===== config.mk =====
export PLATFORM = sky130hd
export DESIGN_NAME = ieg_gate
export DESIGN_NICKNAME = d
export VERILOG_FILES = /design/src/logic/ieg_pkg.sv /design/src/logic/ieg_gate.sv
export SDC_FILE = /design/constraint.sdc
export NUM_CORES = 1
export LEC_CHECK = 0
export ABC_AREA = 1
export BUFFER_PORTS_ARGS = -buffer_cell sky130_fd_sc_hd__buf_2
export CORE_AREA = 2 2 105 107
export DETAILED_ROUTE_END_ITERATION = 8
export DIE_AREA = 0 0 107 109
export PLACE_DENSITY = 0.75
export SLEW_MARGIN = 20
export SYNTH_ARGS = -nofsm -noshare
export SYNTH_HDL_FRONTEND = slang
export SYNTH_SLANG_ARGS = --single-unit

===== constraint.sdc =====
create_clock -name clock_in -period 1.9 [get_ports clock_in]
set_input_delay 0.285 -clock clock_in [delete_from_list [all_inputs] [get_ports clock_in]]
set_output_delay 0.285 -clock clock_in [all_outputs]
set_load 0.02 [all_outputs]

===== src/logic/ieg_pkg.sv =====
package ieg_pkg;
   // Vector and flag constants
   localparam int          VEC_W          = 8;          // Vector width
   localparam logic [7:0]  NMI_VECTOR     = 8'h02;      // Fixed nonmaskable vector
   localparam logic [7:0]  DBG_VECTOR     = 8'h01;      // Debug exception vector
   localparam logic [7:0]  GPF_VECTOR     = 8'h0d;      // General protection vector
   localparam logic [7:0]  PIN_VEC_MAX    = 8'h20;      // Highest vector on the pin
   localparam logic [7:0]  LIC_VEC_MIN    = 8'h10;      // Lowest controller vector
   localparam logic [7:0]  LIC_VEC_MAX    = 8'h20;      // Highest controller vector
   localparam int          IF_BIT         = 9;          // Enable flag position
   localparam int          RF_BIT         = 16;         // Resume flag position
   localparam logic [31:0] FLAGS_RESET    = 32'h00000002; // Flags after reset
   localparam logic [1:0]  IO_PRIV_LEVEL_FULL      = 2'h3;       // Privilege of full access

   // Dispatch class, trap listed ahead of abort, the rest highest priority first
   typedef enum logic [2:0] {
      IEG_EV_NONE,
      IEG_EV_TRAP,
      IEG_EV_ABORT,
      IEG_EV_NMI,
      IEG_EV_MASKABLE,
      IEG_EV_DEBUG,
      IEG_EV_FAULT
   } ieg_event_t;
endpackage : ieg_pkg


===== src/logic/ieg_gate.sv =====
module ieg_gate (
   input  wire logic                       clock_in,           // Core clock
   input  wire logic                       rst_b_in,           // Async reset, active low
   input  wire logic                       retire_valid_in,    // In-order retirement boundary
   input  wire logic [31:0]                retire_next_ip_in,  // Sequential next pointer
   input  wire logic                       retire_branch_in,   // Instruction transferred control
   input  wire logic [31:0]                retire_target_in,   // Transfer destination
   input  wire logic                       retire_rep_in,      // Repeat-prefixed iteration
   input  wire logic                       retire_rep_done_in, // Final repeat iteration
   input  wire logic [31:0]                retire_ip_in,       // Pointer of retiring instr
   input  wire logic                       trap_in,            // Trap on retiring instr
   input  wire logic                       fault_in,           // Fault on retiring instr
   input  wire logic [ieg_pkg::VEC_W-1:0]  fault_vec_in,       // Fault vector
   input  wire logic                       abort_in,           // Abort-class exception
   input  wire logic [ieg_pkg::VEC_W-1:0]  exc_vec_in,         // Trap or abort vector
   input  wire logic                       ibp_match_in,       // Instruction breakpoint hit
   input  wire logic                       nmi_pin_in,         // Dedicated nonmaskable pin
   input  wire logic                       nmi_msg_in,         // Nonmaskable bus message
   input  wire logic                       maskable_request_pin_in, // Maskable pin
   input  wire logic [ieg_pkg::VEC_W-1:0]  pin_vec_in,         // Vector on the pin
   input  wire logic                       lic_req_in,         // Local controller request
   input  wire logic [ieg_pkg::VEC_W-1:0]  lic_vec_in,         // Controller vector
   input  wire logic                       set_int_enable_instr_in,   // Set enable instr
   input  wire logic                       clear_int_enable_instr_in, // Clear enable instr
   input  wire logic                       pop_flags_instr_in,        // Flags pop
   input  wire logic                       interrupt_return_instr_in, // Interrupt return
   input  wire logic                       task_switch_in,            // Task switch load
   input  wire logic [31:0]                flags_load_in,      // Loaded flags image
   input  wire logic                       v86_in,             // Handler is a v86 task
   input  wire logic [1:0]                 current_priv_level_in, // Privilege now
   input  wire logic [1:0]                 io_priv_level_in,   // I/O privilege level
   input  wire logic                       gate_is_maskable_request_pin_in,    // Dispatch gate is interrupt
   output logic                            dispatch_out,       // Dispatch pulse
   output ieg_pkg::ieg_event_t             dispatch_class_out, // Class dispatched
   output logic [ieg_pkg::VEC_W-1:0]       dispatch_vec_out,   // Handler vector
   output logic [31:0]                     return_ip_out,      // Saved return pointer
   output logic                            error_code_ok_out,  // May push error code
   output logic                            restartable_out,    // Return state reliable
   output logic                            maskable_ack_out,   // Pin request taken
   output logic                            lic_ack_out,        // Controller request taken
   output logic                            lic_illegal_out,    // Illegal controller vector
   output logic [31:0]                     flags_register_out, // Flags image
   output logic                            nmi_blocked_out     // Nonmaskable blocking
);
   import ieg_pkg::*;

   // Overview of the decision made at each boundary:
   // Nothing here looks ahead of retirement; every event except an illegal
   // Controller vector is weighed only in the cycle that presents an in-order boundary.
   // The chosen event is registered, so the handler side sees one
   // Clean pulse with class, vector and return pointer together.
   // Flags and nonmaskable blocking are kept here as well, because
   // The gating decision needs their values of this very cycle.
   // Trade-off: all decisions are single cycle and combinational;
   // A deeper core would need to pipeline the priority chain.
   // Limitation: descriptor lookup and stack switching live elsewhere;
   // The gate type arrives already resolved on its own input.
   // Limitation: lower-priority exceptions are simply dropped and
   // Rely on the retiring instruction raising them again later.

   // Architectural state
   logic [31:0] flags_register;  // Flags image
   logic        nmi_blocked;     // Blocking until interrupt return
   logic        nmi_pending;     // Latched nonmaskable edge
   logic        nmi_pin_d;       // Pin history for edge detect

   // Vector range check, used for both maskable sources
   function automatic logic in_range(input logic [7:0] v, input logic [7:0] lo,
                                     input logic [7:0] hi);
      return (v >= lo) && (v <= hi);
   endfunction : in_range

   // Privileged flag instructions
   // A set or clear of the enable flag is honoured only when the
   // Current privilege does not exceed the I/O privilege level.
   // Otherwise the flag stays as it was and a protection fault is
   // Raised instead, at the lowest class of the priority chain.
   // The same fault path serves a low-privilege return from a v86
   // Nonmaskable handler, which must still release the blocking.
   wire priv_ok   = current_priv_level_in <= io_priv_level_in;
   wire flag_instr = set_int_enable_instr_in | clear_int_enable_instr_in;
   wire priv_gpf  = flag_instr & ~priv_ok;
   // Return from a v86 handler with low privilege faults
   wire interrupt_return_instr_gpf  = interrupt_return_instr_in & v86_in & (io_priv_level_in < IO_PRIV_LEVEL_FULL);
   wire interrupt_return_instr_ok   = interrupt_return_instr_in & ~interrupt_return_instr_gpf;
   wire gpf       = priv_gpf | interrupt_return_instr_gpf;

   // Nonmaskable sources:
   // The pin is level driven, so only its rising edge counts; a pin
   // Held high must not request a second handler entry on return.
   // The message is a one-cycle pulse and counts as it stands.
   // A request that arrives off a boundary, or while blocked, is kept
   // In the pending latch until it can be taken.
   // Hazard: a second edge while one is pending is merged into it;
   // The handler sees one entry for both, which is intended.
   // Nonmaskable from either source, edge on the pin
   wire nmi_new   = (nmi_pin_in & ~nmi_pin_d) | nmi_msg_in;
   wire nmi_req   = nmi_pending | nmi_new;
   // Any interrupt return unblocks, even one that faults
   wire unblock   = interrupt_return_instr_in;
   wire blocked   = nmi_blocked & ~unblock;
   wire if_now    = flags_register[IF_BIT];
   wire rf_now    = flags_register[RF_BIT];

   // Maskable requests:
   // Both sources are levels held by the outside controller until
   // Acknowledged; refusing one here simply leaves it pending.
   // The pin accepts the whole low range, the controller only its
   // Upper part; a controller vector below that is flagged illegal.
   // A low vector on either source is an interrupt, never a real
   // Exception, so no error code accompanies it.
   // Maskable requests gated by flag and vector range
   wire pin_ok    = maskable_request_pin_in & if_now
                    & in_range(pin_vec_in, 8'h00, PIN_VEC_MAX);
   wire lic_ok    = lic_req_in & if_now
                    & in_range(lic_vec_in, LIC_VEC_MIN, LIC_VEC_MAX);
   wire lic_bad   = lic_req_in & ~in_range(lic_vec_in, 8'h00, LIC_VEC_MAX)
                    ? 1'b0 : lic_req_in & (lic_vec_in < LIC_VEC_MIN);
   wire dbg_hit   = ibp_match_in & ~rf_now;

   // Priority chain:
   // Abort first, since the machine state can no longer be trusted.
   // Then a trap of the instruction just completed, then the
   // Nonmaskable request, then maskable requests, then the code
   // Breakpoint, and last the faults of the retiring instruction.
   // Each take signal excludes all that stand above it, so at most
   // One of them is ever high in a cycle.
   // Interrupts not chosen stay pending, maskable ones at their source and a nonmaskable one in its latch; exceptions
   // Not chosen are dropped and come back when the code reruns.
   // Events are only evaluated at a retirement boundary
   wire at_bound  = retire_valid_in;
   wire take_abort = at_bound & abort_in;
   wire take_trap  = at_bound & ~take_abort & trap_in;
   wire take_nmi   = at_bound & ~take_abort & ~take_trap & nmi_req & ~blocked;
   wire take_mask  = at_bound & ~take_abort & ~take_trap & ~take_nmi & ~blocked
                     & (pin_ok | lic_ok);
   wire take_dbg   = at_bound & ~take_abort & ~take_trap & ~take_nmi & ~take_mask & dbg_hit;
   wire take_fault = at_bound & ~take_abort & ~take_trap & ~take_nmi & ~take_mask
                     & ~take_dbg & (fault_in | gpf);
   wire any_take   = take_abort | take_trap | take_nmi | take_mask | take_dbg | take_fault;

   // Return pointers:
   // A completed instruction continues at its successor, which for a
   // Control transfer is the destination and not the next address.
   // An interrupted repeat iteration continues at the same pointer,
   // With the count registers already set for the next iteration.
   // Next-instruction pointer after a completed instruction
   wire [31:0] seq_next  = retire_branch_in ? retire_target_in : retire_next_ip_in;
   // Unfinished repeat resumes at same instruction, next iteration
   wire [31:0] int_next  = (retire_rep_in & ~retire_rep_done_in) ? retire_ip_in
                                                                  : seq_next;

   // Selected class, vector and pointer
   // Defaults describe a fault: restart the retiring instruction.
   // Only one branch can be true, as the take signals are exclusive.
   ieg_event_t next_class;
   logic [7:0] next_vec;
   logic [31:0] next_ret;
   always_comb begin
      next_class = IEG_EV_NONE;
      next_vec   = 8'h00;
      next_ret   = retire_ip_in;
      if (take_abort) begin
         next_class = IEG_EV_ABORT;
         next_vec   = exc_vec_in;
      end else if (take_trap) begin
         next_class = IEG_EV_TRAP;
         next_vec   = exc_vec_in;
         next_ret   = seq_next;
      end else if (take_nmi) begin
         next_class = IEG_EV_NMI;
         next_vec   = NMI_VECTOR;
         next_ret   = int_next;
      end else if (take_mask) begin
         next_class = IEG_EV_MASKABLE;
         // Pin wins over controller; the other stays pending
         next_vec   = pin_ok ? pin_vec_in : lic_vec_in;
         next_ret   = int_next;
      end else if (take_dbg) begin
         next_class = IEG_EV_DEBUG;
         next_vec   = DBG_VECTOR;
      end else if (take_fault) begin
         // Faults restart the faulting instruction
         next_class = IEG_EV_FAULT;
         next_vec   = gpf ? GPF_VECTOR : fault_vec_in;
      end
   end

   // Flags image update; later writers win within a cycle
   // A whole-image load comes first, then the flag instructions, and
   // A dispatch through an interrupt gate last, because the handler
   // Entry happens after the retiring instruction has finished.
   // A faulting flag instruction leaves the image untouched.
   logic [31:0] next_flags;
   always_comb begin
      next_flags = flags_register;
      if (at_bound & (task_switch_in | pop_flags_instr_in | interrupt_return_instr_ok))
         next_flags = flags_load_in;
      if (at_bound & priv_ok & set_int_enable_instr_in)
         next_flags[IF_BIT] = 1'b1;
      if (at_bound & priv_ok & clear_int_enable_instr_in)
         next_flags[IF_BIT] = 1'b0;
      if (any_take & gate_is_maskable_request_pin_in)
         next_flags[IF_BIT] = 1'b0;
   end

   // Flag and blocking registers
   // Reset leaves maskable requests disabled and the nonmaskable path
   // Open, so the first nonmaskable request after reset is taken.
   always_ff @(posedge clock_in or negedge rst_b_in) begin
      if (!rst_b_in) begin
         flags_register <= FLAGS_RESET;
         nmi_blocked    <= 1'b0;
         nmi_pending    <= 1'b0;
         nmi_pin_d      <= 1'b0;
      end else begin
         flags_register <= next_flags;
         nmi_pin_d      <= nmi_pin_in;
         // Taken request clears, together with any new edge in that cycle
         nmi_pending    <= (nmi_pending & ~take_nmi) | (nmi_new & ~take_nmi);
         if (take_nmi)
            nmi_blocked <= 1'b1;
         else if (unblock & at_bound)
            nmi_blocked <= 1'b0;
      end
   end

   // Registered dispatch outputs
   // All but lic_illegal_out stand for exactly one cycle after the taking edge; the
   // Handler side must capture them in that cycle.
   always_ff @(posedge clock_in or negedge rst_b_in) begin
      if (!rst_b_in) begin
         dispatch_out       <= 1'b0;
         dispatch_class_out <= IEG_EV_NONE;
         dispatch_vec_out   <= 8'h00;
         return_ip_out      <= 32'h00000000;
         error_code_ok_out  <= 1'b0;
         restartable_out    <= 1'b1;
         maskable_ack_out   <= 1'b0;
         lic_ack_out        <= 1'b0;
         lic_illegal_out    <= 1'b0;
      end else begin
         dispatch_out       <= any_take;
         dispatch_class_out <= next_class;
         dispatch_vec_out   <= next_vec;
         return_ip_out      <= next_ret;
         // Only processor exceptions may carry an error code
         error_code_ok_out  <= take_fault | take_abort | take_trap;
         restartable_out    <= ~take_abort;
         maskable_ack_out   <= take_mask & pin_ok;
         lic_ack_out        <= take_mask & ~pin_ok;
         lic_illegal_out    <= lic_bad;
      end
   end

   // Status views
   // These mirror the internal registers one for one, so outside
   // Logic sees the same values that gate the next boundary.
   always_ff @(posedge clock_in or negedge rst_b_in) begin
      if (!rst_b_in) begin
         flags_register_out <= FLAGS_RESET;
         nmi_blocked_out    <= 1'b0;
      end else begin
         flags_register_out <= next_flags;
         nmi_blocked_out    <= take_nmi | (nmi_blocked & ~(unblock & at_bound));
      end
   end
endmodule : ieg_gate


==> impl_metrics.csv, run 1 <==
group,metric,value,unit
die,dieArea,0.01166,mm^2
cts,clk_path_buf_depth,2,
die,num_rows,38,
setup_path,worstPathCellList,"nor2_2 > nand2_2 > nor3_4 > nand3_2 > nand3_2 > o21ai_2 > buf_4 > nand3_1 > nand2_1",
cells_and_area,final_cells,886,
setup_path,r2r_slack,0.16,ns
logic_synthesis,synth_top_cells_by_area,"dfrtp_1, nand2_1, mux2_2, nand3_1, inv_1",
grt,track_usage,19.42,%
setup_path,startpoint_type,"register",
routing,postRouteAntennaNets,0,
pwr,seqPwrFrac,46.6,%
timing,fin_tns_setup,0,ns
cells_and_area,area_delta_synth_final,42.29,%
logic_synthesis,syn_area_per_cell,8.576,um^2
timing,setup_violations,0,
logic_synthesis,synth_nets,660,
pwr,p_clk_share,29.0,%
grt,overflow,0,
cells_and_area,seqCellArea,0.002130,mm^2
timing,fin_ws,0.1615,ns
logic_synthesis,syn_area,0.004056,mm^2
grt,grt_pass1_vias,3795,
setup_path,regToRegStartpoint,"nmi_pending",
setup_path,path_buf_inv,1,
placement,preCtsSetupSlack,0.06220,ns
die,initial_core_util,38.26,%
setup_path,crit_path_frequent_cell,"nand3_2",
logic_synthesis,synthTopCellsByCount,"nand2_1, dfrtp_1, nand3_1",
pwr,p_int,3.027,mW
timing,rsz0062_at_grt,"false",
cells_and_area,finish.utilization,54.44,%
logic_synthesis,synth_top_cell_area_share,51.20,%
setup_path,crit_start,"nmi_pending",
die,core_area,0.01060,mm^2
setup_path,ff2ff_path_depth,9,
logic_synthesis,yosysTopAreaCell,"dfrtp_1",
placement,hpwl,9.474,mm
logic_synthesis,synth_edf_count,0,
cts,cts_tree,"done",
die,ios,267,
cts,htreeDepth,3,
timing,whs,0.05515,ns
routing,wl,11.68,mm
die,die_w,107,um
routing,firstDrtPassIters,4,
cells_and_area,drive_above_1_share,45.58,%
placement,port_buffers,266,
logic_synthesis,synth-seq-cells,85,
cts,cts_buffers,9,
logic_synthesis,yosys_warnings,0,
setup_path,critPathMaxStageDelay,0.38,ns
cts,insertion_delay,0.35,ns
routing,via_per_inst,4.591,
setup_path,end_kind,"register",
pwr,powerDensity,761.9,mW/mm^2
cts,clkTransAtPathRegs,0.09,ns
grt,grt_pass1_wl,17.60,mm
cts,ctsHoldBuffers,1,
routing,drc_errors,0,
grt,antenna_found_initial,0,
logic_synthesis,ys_async_sr_fraction,100.0,%
timing,timing.final.max_slew_violations,0,
logic_synthesis,synthCells,473,
logic_synthesis,yosysMostFrequentCell,"nand2_1",
cells_and_area,diodes,0,
cells_and_area,nFillCells,1007,
placement,gp_congestion,0.8835,
pwr,p_leak,3.399,nW
logic_synthesis,synth.yosys.seq_area_share,52.50,%
timing,fin_crit,1.739,ns
pwr,power.net_switching,1.370,mW
cts,clock_sinks,85,
routing,drt_iter0_drc,182,
setup_path,critPathKind,"register to register",
logic_synthesis,synthFlopType,"dfrtp_1",
setup_path,cpMaxStageDelayCell,"dfrtp_1",
timing,max_freq,575.2,MHz
setup_path,cp_top_family,"simple AND/OR/NAND/NOR gates",
setup_path,arrival,1.97,ns
pwr,ir_drop,0.4076,mV
placement,dp.cells,869,
grt,grt_max_degree,41,
setup_path,cp_max_fo,32,
timing,tightest_slew,0.3644,ns
timing,relSlewSlack,75.70,%
setup_path,r2r-end,"return_ip_out[21]",
run_status,outcome,"complete, no violations",
cts,clock-root-buffer,"clkbuf_8",
timing,clock_skew,0.007237,ns
cells_and_area,multiInputGateArea,0.001724,mm^2
timing,fin_crit_sh,91.50,%
setup_path,crit_cells,9,
setup_path,cp_data_required_time,2.13,ns
cells_and_area,fin_nets,928,
routing,routedWlPerCell,13.18,um
cts,postCtsSetupBuffers,0,
die,die_y,109,um
logic_synthesis,synth_cell_types,27,
pwr,switching_share,31.17,%
worst_hold_path,hp-class,"input port to register",
flow_run,maxCapViolCount,0,
pwr,power_frac_comb,24.4,%
setup_path,worstSetupEndpoint,"return_ip_out[21]",
worst_hold_path,hp-start,"nmi_pin_in",
cts,postCtsResizedCells,0,
timing,hold_viol_final,0,
routing,via_count,4068,
## cell usage in the layout (no fill, tap or decap), types with 3 or more instances in the layout
cell type | Yosys | routed
buf_2 | 3 | 265
nand2_1 | 212 | 212
dfrtp_1 | 83 | 83
nand3_1 | 51 | 51
mux2_2 | 32 | 32
inv_1 | 25 | 25
nor2_1 | 13 | 13
buf_4 | 1 | 10
clkbuf_8 | 0 | 9
o21ai_0 | 6 | 6
a21oi_1 | 4 | 4
nand3_2 | 4 | 4
nand4_1 | 3 | 3
o211ai_1 | 3 | 3
## power by group through the flow
stage	Clock [mW]	Combinational (mW)	Sequential [mW]
floorplan	0	0.356	2.31
detailed placement	0	1.08	2.09
global route	1.41	1.18	2.07
finish	1.28	1.07	2.05
CTS	1.32	1.09	2.05
global placement	0	1.07	2.08
## worst min path at each step
| stage | end | slack (ns) | depth (start not counted) |
|---|---|---|---|
| 3_3_place_gp | flags_register_out[4] | 0.22 | 1 |
| 4_1_cts | nmi_pin_d | 0.03 | 1 |
| 5_1_grt | nmi_pin_d | 0.04 | 1 |
| 2_1_floorplan | dispatch_class_out[0] | -0.01 | 0 |
| 6_report | nmi_pin_d | 0.06 | 1 |
| 3_5_place_dp | flags_register_out[4] | 0.23 | 1 |
## kinds of logic after synthesis
| logic type | share of synthesized area [%] |
|---|---|
| simple gates | 30.81 |
| flops | 52.50 |
| buf+inv | 4.997 |
| mux | 8.884 |
| compound gates | 2.190 |
| fa+ha+maj | 0.6168 |
## flip-flops by register name (all words and copies together) (netlist names), 3 cells and up
| name | cells |
|---|---|
| dispatch_class_out | 3 |
| dispatch_vec_out | 8 |
| flags_register_out | 32 |
| return_ip_out | 32 |
## final cells by class
class                      instances  share of cell area, %
inverter                          25                  1.626
tap                              140                  3.035
timing repair buffer             278                  25.15
clock buffer                       9                  2.146
multi-input combinational        342                  29.87
clock inverter                     7                  1.279
sequential                        85                  36.90
## through the flow
step / area, um^2 / total power, mW
6_report: 5772 / 4.397
5_1_grt: 5772 / 4.656
4_1_cts: 5772 / 4.459
3_5_place_dp: 5564 / 3.170
3_3_place_gp: 5564 / 3.154
2_1_floorplan: 4056 / 2.666
## layer usage
layer | up-vias | part of all wire, % | global-route usage, %
met3 | 25 | 8.2 | 5.140
li1 | 2040 | - | -
met5 | - | 0 | 0
met4 | 0 | 3.2 | 8.998
met2 | 185 | 49 | 34.08
met1 | 1818 | 40 | 22.18
## worst register-to-register path, stage by stage, from the launching register on
cell and delay (ns):
dfrtp_1 0.38, nor2_2 0.11, nand2_2 0.11, nor3_4 0.27, nand3_2 0.14, nand3_2 0.12
o21ai_2 0.08, buf_4 0.24, nand3_1 0.12, nand2_1 0.07
(Power assumes the default switching activity.)
==> run 2: changes to the inputs <==
--- a/config.mk
+++ b/config.mk
@@ -5,12 +5,11 @@
 export SDC_FILE = /design/constraint.sdc
 export NUM_CORES = 1
 export LEC_CHECK = 0
-export ABC_AREA = 1
 export BUFFER_PORTS_ARGS = -buffer_cell sky130_fd_sc_hd__buf_2
-export CORE_AREA = 2 2 105 107
+export CORE_AREA = 2 2 103 105
 export DETAILED_ROUTE_END_ITERATION = 8
-export DIE_AREA = 0 0 107 109
-export PLACE_DENSITY = 0.75
+export DIE_AREA = 0 0 105 107
+export PLACE_DENSITY = 0.76
 export SLEW_MARGIN = 20
 export SYNTH_ARGS = -nofsm -noshare
 export SYNTH_HDL_FRONTEND = slang
==> run 2 against run 1 <==
Global-route usage rose by 0.22 points; clock-buffer cell count rose by 2; design area rose by 1.3%; sequential share of layout area fell by 0.47 points; clock power rose by 23%; wire length fell by 5.7%; hold slack improved by 0.011 ns; cell count fell by 18%; via count fell by 15%; first-iteration DRC count fell by 36%; sequential power barely moved; fmax fell by 2.1%; critical path type unchanged; critical endpoint is now return_ip_out[25]; highest routed layer unchanged.
==> impl_metrics.csv, run 2 <==
group,metric,value,unit
timing,clock_skew,0.01908,ns
timing,fin_tns_setup,0,ns
timing,fin_crit_sh,93.42,%
cts,cts_buffers,9,
cts,htreeDepth,3,
die,core_area,0.01009,mm^2
logic_synthesis,synth-seq-cells,85,
grt,grt_pass1_wl,17.49,mm
die,die_w,105,um
logic_synthesis,synth.yosys.seq_area_share,53.98,%
grt,grt_pass1_vias,3742,
logic_synthesis,synthTopCellsByCount,"dfrtp_1, mux2_2, mux2_1",
setup_path,startpoint_type,"register",
cts,clock_sinks,85,
logic_synthesis,synth_nets,485,
setup_path,cp_max_fo,24,
cells_and_area,fin_nets,771,
pwr,powerDensity,803.3,mW/mm^2
cells_and_area,drive_above_1_share,64.01,%
die,num_rows,37,
logic_synthesis,yosys_warnings,0,
logic_synthesis,synth_cell_types,40,
placement,port_buffers,266,
cts,clk_path_buf_depth,2,
cells_and_area,area_delta_synth_final,48.18,%
die,initial_core_util,39.09,%
placement,gp_congestion,0.8456,
timing,tightest_slew,0.4906,ns
die,ios,267,
cts,postCtsSetupBuffers,0,
logic_synthesis,synthFlopType,"dfrtp_1",
timing,timing.final.max_slew_violations,0,
logic_synthesis,synth_top_cell_area_share,52.65,%
timing,relSlewSlack,67.23,%
timing,whs,0.06576,ns
grt,overflow,0,
pwr,total_power,4.696,mW
cells_and_area,layout_common_cells,"buf_2, dfrtp_1, mux2_2",
timing,setup_violations,0,
timing,max_freq,563.4,MHz
timing,hold_viol_final,0,
routing,routedWlPerCell,15.16,um
cts,insertion_delay,0.36,ns
setup_path,arrival,2.00,ns
worst_hold_path,hp-class,"input port to register",
grt,track_usage,19.64,%
logic_synthesis,synth_top_cells_by_area,"dfrtp_1, mux2_2, mux2_1, a22o_1, nand2_1",
routing,drc_errors,0,
timing,rsz0062_at_grt,"false",
cells_and_area,finish.utilization,57.92,%
logic_synthesis,syn_area_per_cell,13.24,um^2
flow_run,maxCapViolCount,0,
routing,wl,11.01,mm
cts,cts_tree,"done",
routing,via_per_inst,4.782,
grt,antenna_found_initial,1,
routing,via_count,3472,
routing,firstDrtPassIters,6,
run_status,outcome,"complete, no violations",
routing,drt_iter0_drc,117,
logic_synthesis,synth_edf_count,0,
timing,fin_crit,1.775,ns
placement,hpwl,8.951,mm
pwr,ir_drop,0.5196,mV
logic_synthesis,ys_async_sr_fraction,100.0,%
cells_and_area,final_common_cell,"buf_2",
logic_synthesis,yosysMostFrequentCell,"dfrtp_1",
routing,postRouteAntennaNets,0,
setup_path,critPathKind,"register to register",
die,dieArea,0.01124,mm^2
grt,grt_max_degree,46,
logic_synthesis,syn_area,0.003945,mm^2
logic_synthesis,yosysTopAreaCell,"dfrtp_1",
pwr,p_leak,2.976,nW
die,die_y,107,um
cts,clock-root-buffer,"clkbuf_8",
setup_path,cp_data_required_time,2.12,ns
cells_and_area,largestRegisters,"flags_register_out (32), return_ip_out (32), dispatch_vec_out (8)",
logic_synthesis,synthCells,298,
cts,clkTransAtPathRegs,0.08,ns
setup_path,end_kind,"register",
[run 2: cell count changes in the layout (fill, tap and decap cells not counted), sizes merged, moves of 5 or more]
cell,delta
nand2,-197
mux2,+63
nand3,-49
inv,-22
buf,+10
a22o,+7
nor2b,+7
nor3,+5
[run 2: repair_timing]
action | in CTS | in global routing
resized for setup | 0 | 2
endpoints found under the setup margin | 0 | 32
hold buffers | 1 | 0
hold endpoints to repair | 14 | 0
[run 2: cell type report]
type,instances,area (um^2)
repair buffers,288,1551
clock inverters,5,106.4
clock buffers,11,141.4
well taps,136,170.2
diodes,1,2.502
flip-flops and latches,85,2130
multi-input cells,197,1733
inverters,3,11.26
fillers,897,4247
[run 2: logic make-up (layout without fill, tap and decap cells)]
group                      count (synthesis)  count (layout)  synth area share [%]
muxes                                     97              97                 27.62
buffers and inverters                     16             307                 2.315
AOI/OAI and AO/OA                         35              35                 6.851
other                                      0               1                     0
adders and majority gates                  2               2                0.6342
DFF                                       85              85                 53.98
and+or+nand+nor                           63              63                 8.595
[run 2: critical path, stage by stage (launching register included)]
cell and delay (ns):
dfrtp_1 0.39, nor2b_1 0.14, nand2b_1 0.23, a21oi_2 0.15, o21ai_1 0.09, nand2_2 0.11, buf_12 0.18, mux2_1 0.36
[run 2: path summary, 6_finish.rpt]
path	end	cells after the start	start	slack, ns
max	return_ip_out[25]	7	nmi_blocked	0.12
min	nmi_pin_d	1	nmi_pin_in	0.07
max reg2reg	return_ip_out[25]	7	nmi_blocked	0.12
min reg2reg	flags_register_out[11]	1	flags_register_out[11]	0.51
max in group asynchronous	flags_register_out[1]	3	rst_b_in	0.93
min in group asynchronous	lic_illegal_out	2	rst_b_in	0.31
[run 2: metal layers]
metal / global-route usage (%) / part of all wire [%]
met5: 0 / 0
met4: 10.00 / 2.8
met3: 4.742 / 8.1
met2: 35.25 / 53
met1: 21.62 / 36
[run 2: stage by stage]
stage	cells	worst slack, ns	cell area (um^2)
global route	726	0.01112	5846
floorplan	298	-0.002297	3945
finish	726	0.1250	5846
global placement	708	-0.1702	5577
CTS	725	0.09322	5834
detailed placement	708	-0.2296	5577
[run 2: report_power, final]
group          internal (mW)  switching [mW]  total, mW
clock                  0.915           0.656       1.57
combinational          0.503           0.561       1.06
sequential              1.99          0.0746       2.06
==> run 3: changes to the inputs <==
--- a/config.mk
+++ b/config.mk
@@ -5,7 +5,7 @@
 export SDC_FILE = /design/constraint.sdc
 export NUM_CORES = 1
 export LEC_CHECK = 0
-export BUFFER_PORTS_ARGS = -buffer_cell sky130_fd_sc_hd__buf_2
+export BUFFER_PORTS_ARGS = -buffer_cell sky130_fd_sc_hd__clkbuf_2
 export CORE_AREA = 2 2 103 105
 export DETAILED_ROUTE_END_ITERATION = 8
 export DIE_AREA = 0 0 105 107
==> run 3 against run 2 <==
Die area unchanged; power is 8.7% lower; design area shrank 1.6%; register-to-register slack better by 0.02 ns; sequential share of layout area is 0.59 points higher; sequential cell count unchanged; cell count is 0.41% lower; worst setup slack better by 0.0084 ns; utilization fell by 0.92 points; wire length fell by 2.5%; clock skew down 0.0076 ns; global-route usage down 0.76 points.
==> impl_metrics.csv, run 3 (synthesized netlist as in run 2, its figures left out) <==
group,metric,value,unit
timing,setup_violations,0,
grt,met1_usage,20.13,%
grt,grt_max_degree,86,
timing,fin_ws,0.1334,ns
cts,clock-root-buffer,"clkbuf_8",
setup_path,critPathMaxStageDelay,0.54,ns
run_status,outcome,"complete, no violations",
setup_path,cp_data_required_time,2.14,ns
cts,clk_path_buf_depth,2,
cts,htreeDepth,3,
routing,routedWlPerCell,14.85,um
setup_path,regToRegStartpoint,"nmi_blocked",
routing,drt_iter0_drc,103,
timing,hold_viol_final,0,
setup_path,path_buf_inv,2,
die,num_rows,37,
setup_path,r2r_slack,0.14,ns
pwr,powerDensity,745.3,mW/mm^2
die,die_w,105,um
cells_and_area,finish.utilization,57.00,%
setup_path,worstPathCellList,"clkbuf_2 > or4_4 > o21ai_2 > o2bb2ai_2 > o21ai_1 > nand2_2 > buf_4 > mux2_1",
timing,tightest_slew,0.4667,ns
worst_hold_path,hp-class,"input port to register",
grt,use_met2,35.53,%
grt,grt-busiest-layer,"met2",
routing,firstDrtPassIters,4,
placement,dp.cells,706,
cells_and_area,final_common_cell,"clkbuf_2",
grt,overflow,0,
grt,grt_pass1_vias,3631,
die,dieArea,0.01124,mm^2
routing,via_count,3447,
timing,relSlewSlack,68.82,%
grt,use_met3,4.985,%
setup_path,ff2ff_path_depth,7,
cells_and_area,final_cells,723,
cts,cts_buffers,9,
routing,via_per_inst,4.768,
cts,postCtsSetupBuffers,0,
cells_and_area,largestRegisters,"flags_register_out (32), return_ip_out (32), dispatch_vec_out (8)",
timing,timing.final.max_slew_violations,0,
grt,antenna_found_initial,0,
routing,drc_errors,0,
setup_path,crit_start,"pin_vec_in[1]",
cells_and_area,area_delta_synth_final,45.83,%
setup_path,arrival,2.00,ns
routing,postRouteAntennaNets,0,
placement,hpwl,8.759,mm
grt,grt_pass1_wl,16.80,mm
setup_path,cp_max_fo,10,
setup_path,cp_top_family,"simple AND/OR/NAND/NOR gates",
die,initial_core_util,39.09,%
flow_run,maxCapViolCount,0,
cts,clkTransAtPathRegs,0.09,ns
die,ios,267,
placement,port_buffers,266,
setup_path,worstSetupEndpoint,"return_ip_out[20]",
cts,cts_tree,"done",
setup_path,critPathKind,"input port to register",
setup_path,end_kind,"register",
cts,insertion_delay,0.35,ns
cells_and_area,diodes,0,
placement,preCtsSetupSlack,-0.2607,ns
placement,gp_congestion,0.8382,
timing,max_freq,566.1,MHz
die,core_area,0.01009,mm^2
cells_and_area,drive_above_1_share,63.71,%
setup_path,crit_cells,8,
cells_and_area,layout_common_cells,"clkbuf_2, dfrtp_1, mux2_2",
grt,track_usage,18.87,%
pwr,p_leak,2.980,nW
setup_path,cpMaxStageDelayCell,"or4_4",
timing,fin_crit,1.767,ns
timing,fin_crit_sh,92.98,%
timing,clock_skew,0.01146,ns
setup_path,r2r-end,"return_ip_out[20]",
setup_path,startpoint_type,"input port",
routing,wl,10.73,mm
pwr,ir_drop,0.4637,mV
timing,rsz0062_at_grt,"false",
cells_and_area,fin_nets,769,
die,die_y,107,um
cts,clock_sinks,85,
## run 3: changes by cell type in the layout (fill, tap and decap cells not counted), sizes merged
cell	delta
buf	-267
clkinv	+2
clkinvlp	+1
bufinv	-3
clkbuf	+265
diode	-1
## run 3: repair_timing
action	in CTS	in global routing
hold buffers	1	0
endpoints found under the setup margin	0	27
gates resized for setup	0	3
endpoints found under the hold margin	83	0
## run 3: stage by stage
stage | setup TNS (ns) | cell area [um^2] | total power [mW] | hold WS, ns
4_1_cts | 0 | 5747 | 4.354 | 0.04200
2_1_floorplan | -0.06891 | 3945 | 2.651 | -0.01059
5_1_grt | 0 | 5753 | 4.510 | 0.03804
3_3_place_gp | -6.330 | 5562 | 3.140 | 0.3502
3_5_place_dp | -8.103 | 5562 | 3.171 | 0.3543
6_report | 0 | 5753 | 4.287 | 0.06028
## run 3: worst min path at each step
stage / start / to / slack, ns / depth (start not counted)
after floorplan: rst_b_in / dispatch_class_out[0] / -0.01 / 0
final: nmi_pin_in / nmi_pin_d / 0.06 / 1
after detailed placement: rst_b_in / dispatch_vec_out[0] / 0.35 / 2
after global routing: nmi_pin_in / nmi_pin_d / 0.04 / 1
after global placement: rst_b_in / dispatch_vec_out[0] / 0.35 / 2
after CTS: nmi_pin_in / nmi_pin_d / 0.04 / 1
## run 3: where the power goes
part / total, mW / internal [mW] / leakage, nW / switching [mW]
registers: 2.06 / 1.99 / 1.01 / 0.0766
clock network: 1.16 / 0.512 / 0.0857 / 0.653
logic: 1.06 / 0.499 / 1.88 / 0.561
## run 3: area by class of cell
cell class	instances	area [um^2]
Timing Repair Buffer	286	1536
Fill cell	897	4339
Inverter	3	11.26
Clock inverter	5	33.78
Tap cell	136	170.2
Sequential cell	85	2130
Multi-Input combinational cell	197	1730
Clock buffer	11	141.4
## run 3: per-layer routing
metal	vias up	wire length, um
li1	1643	-
met2	160	5722
met3	19	820
met5	-	0
met1	1625	3968
met4	0	221
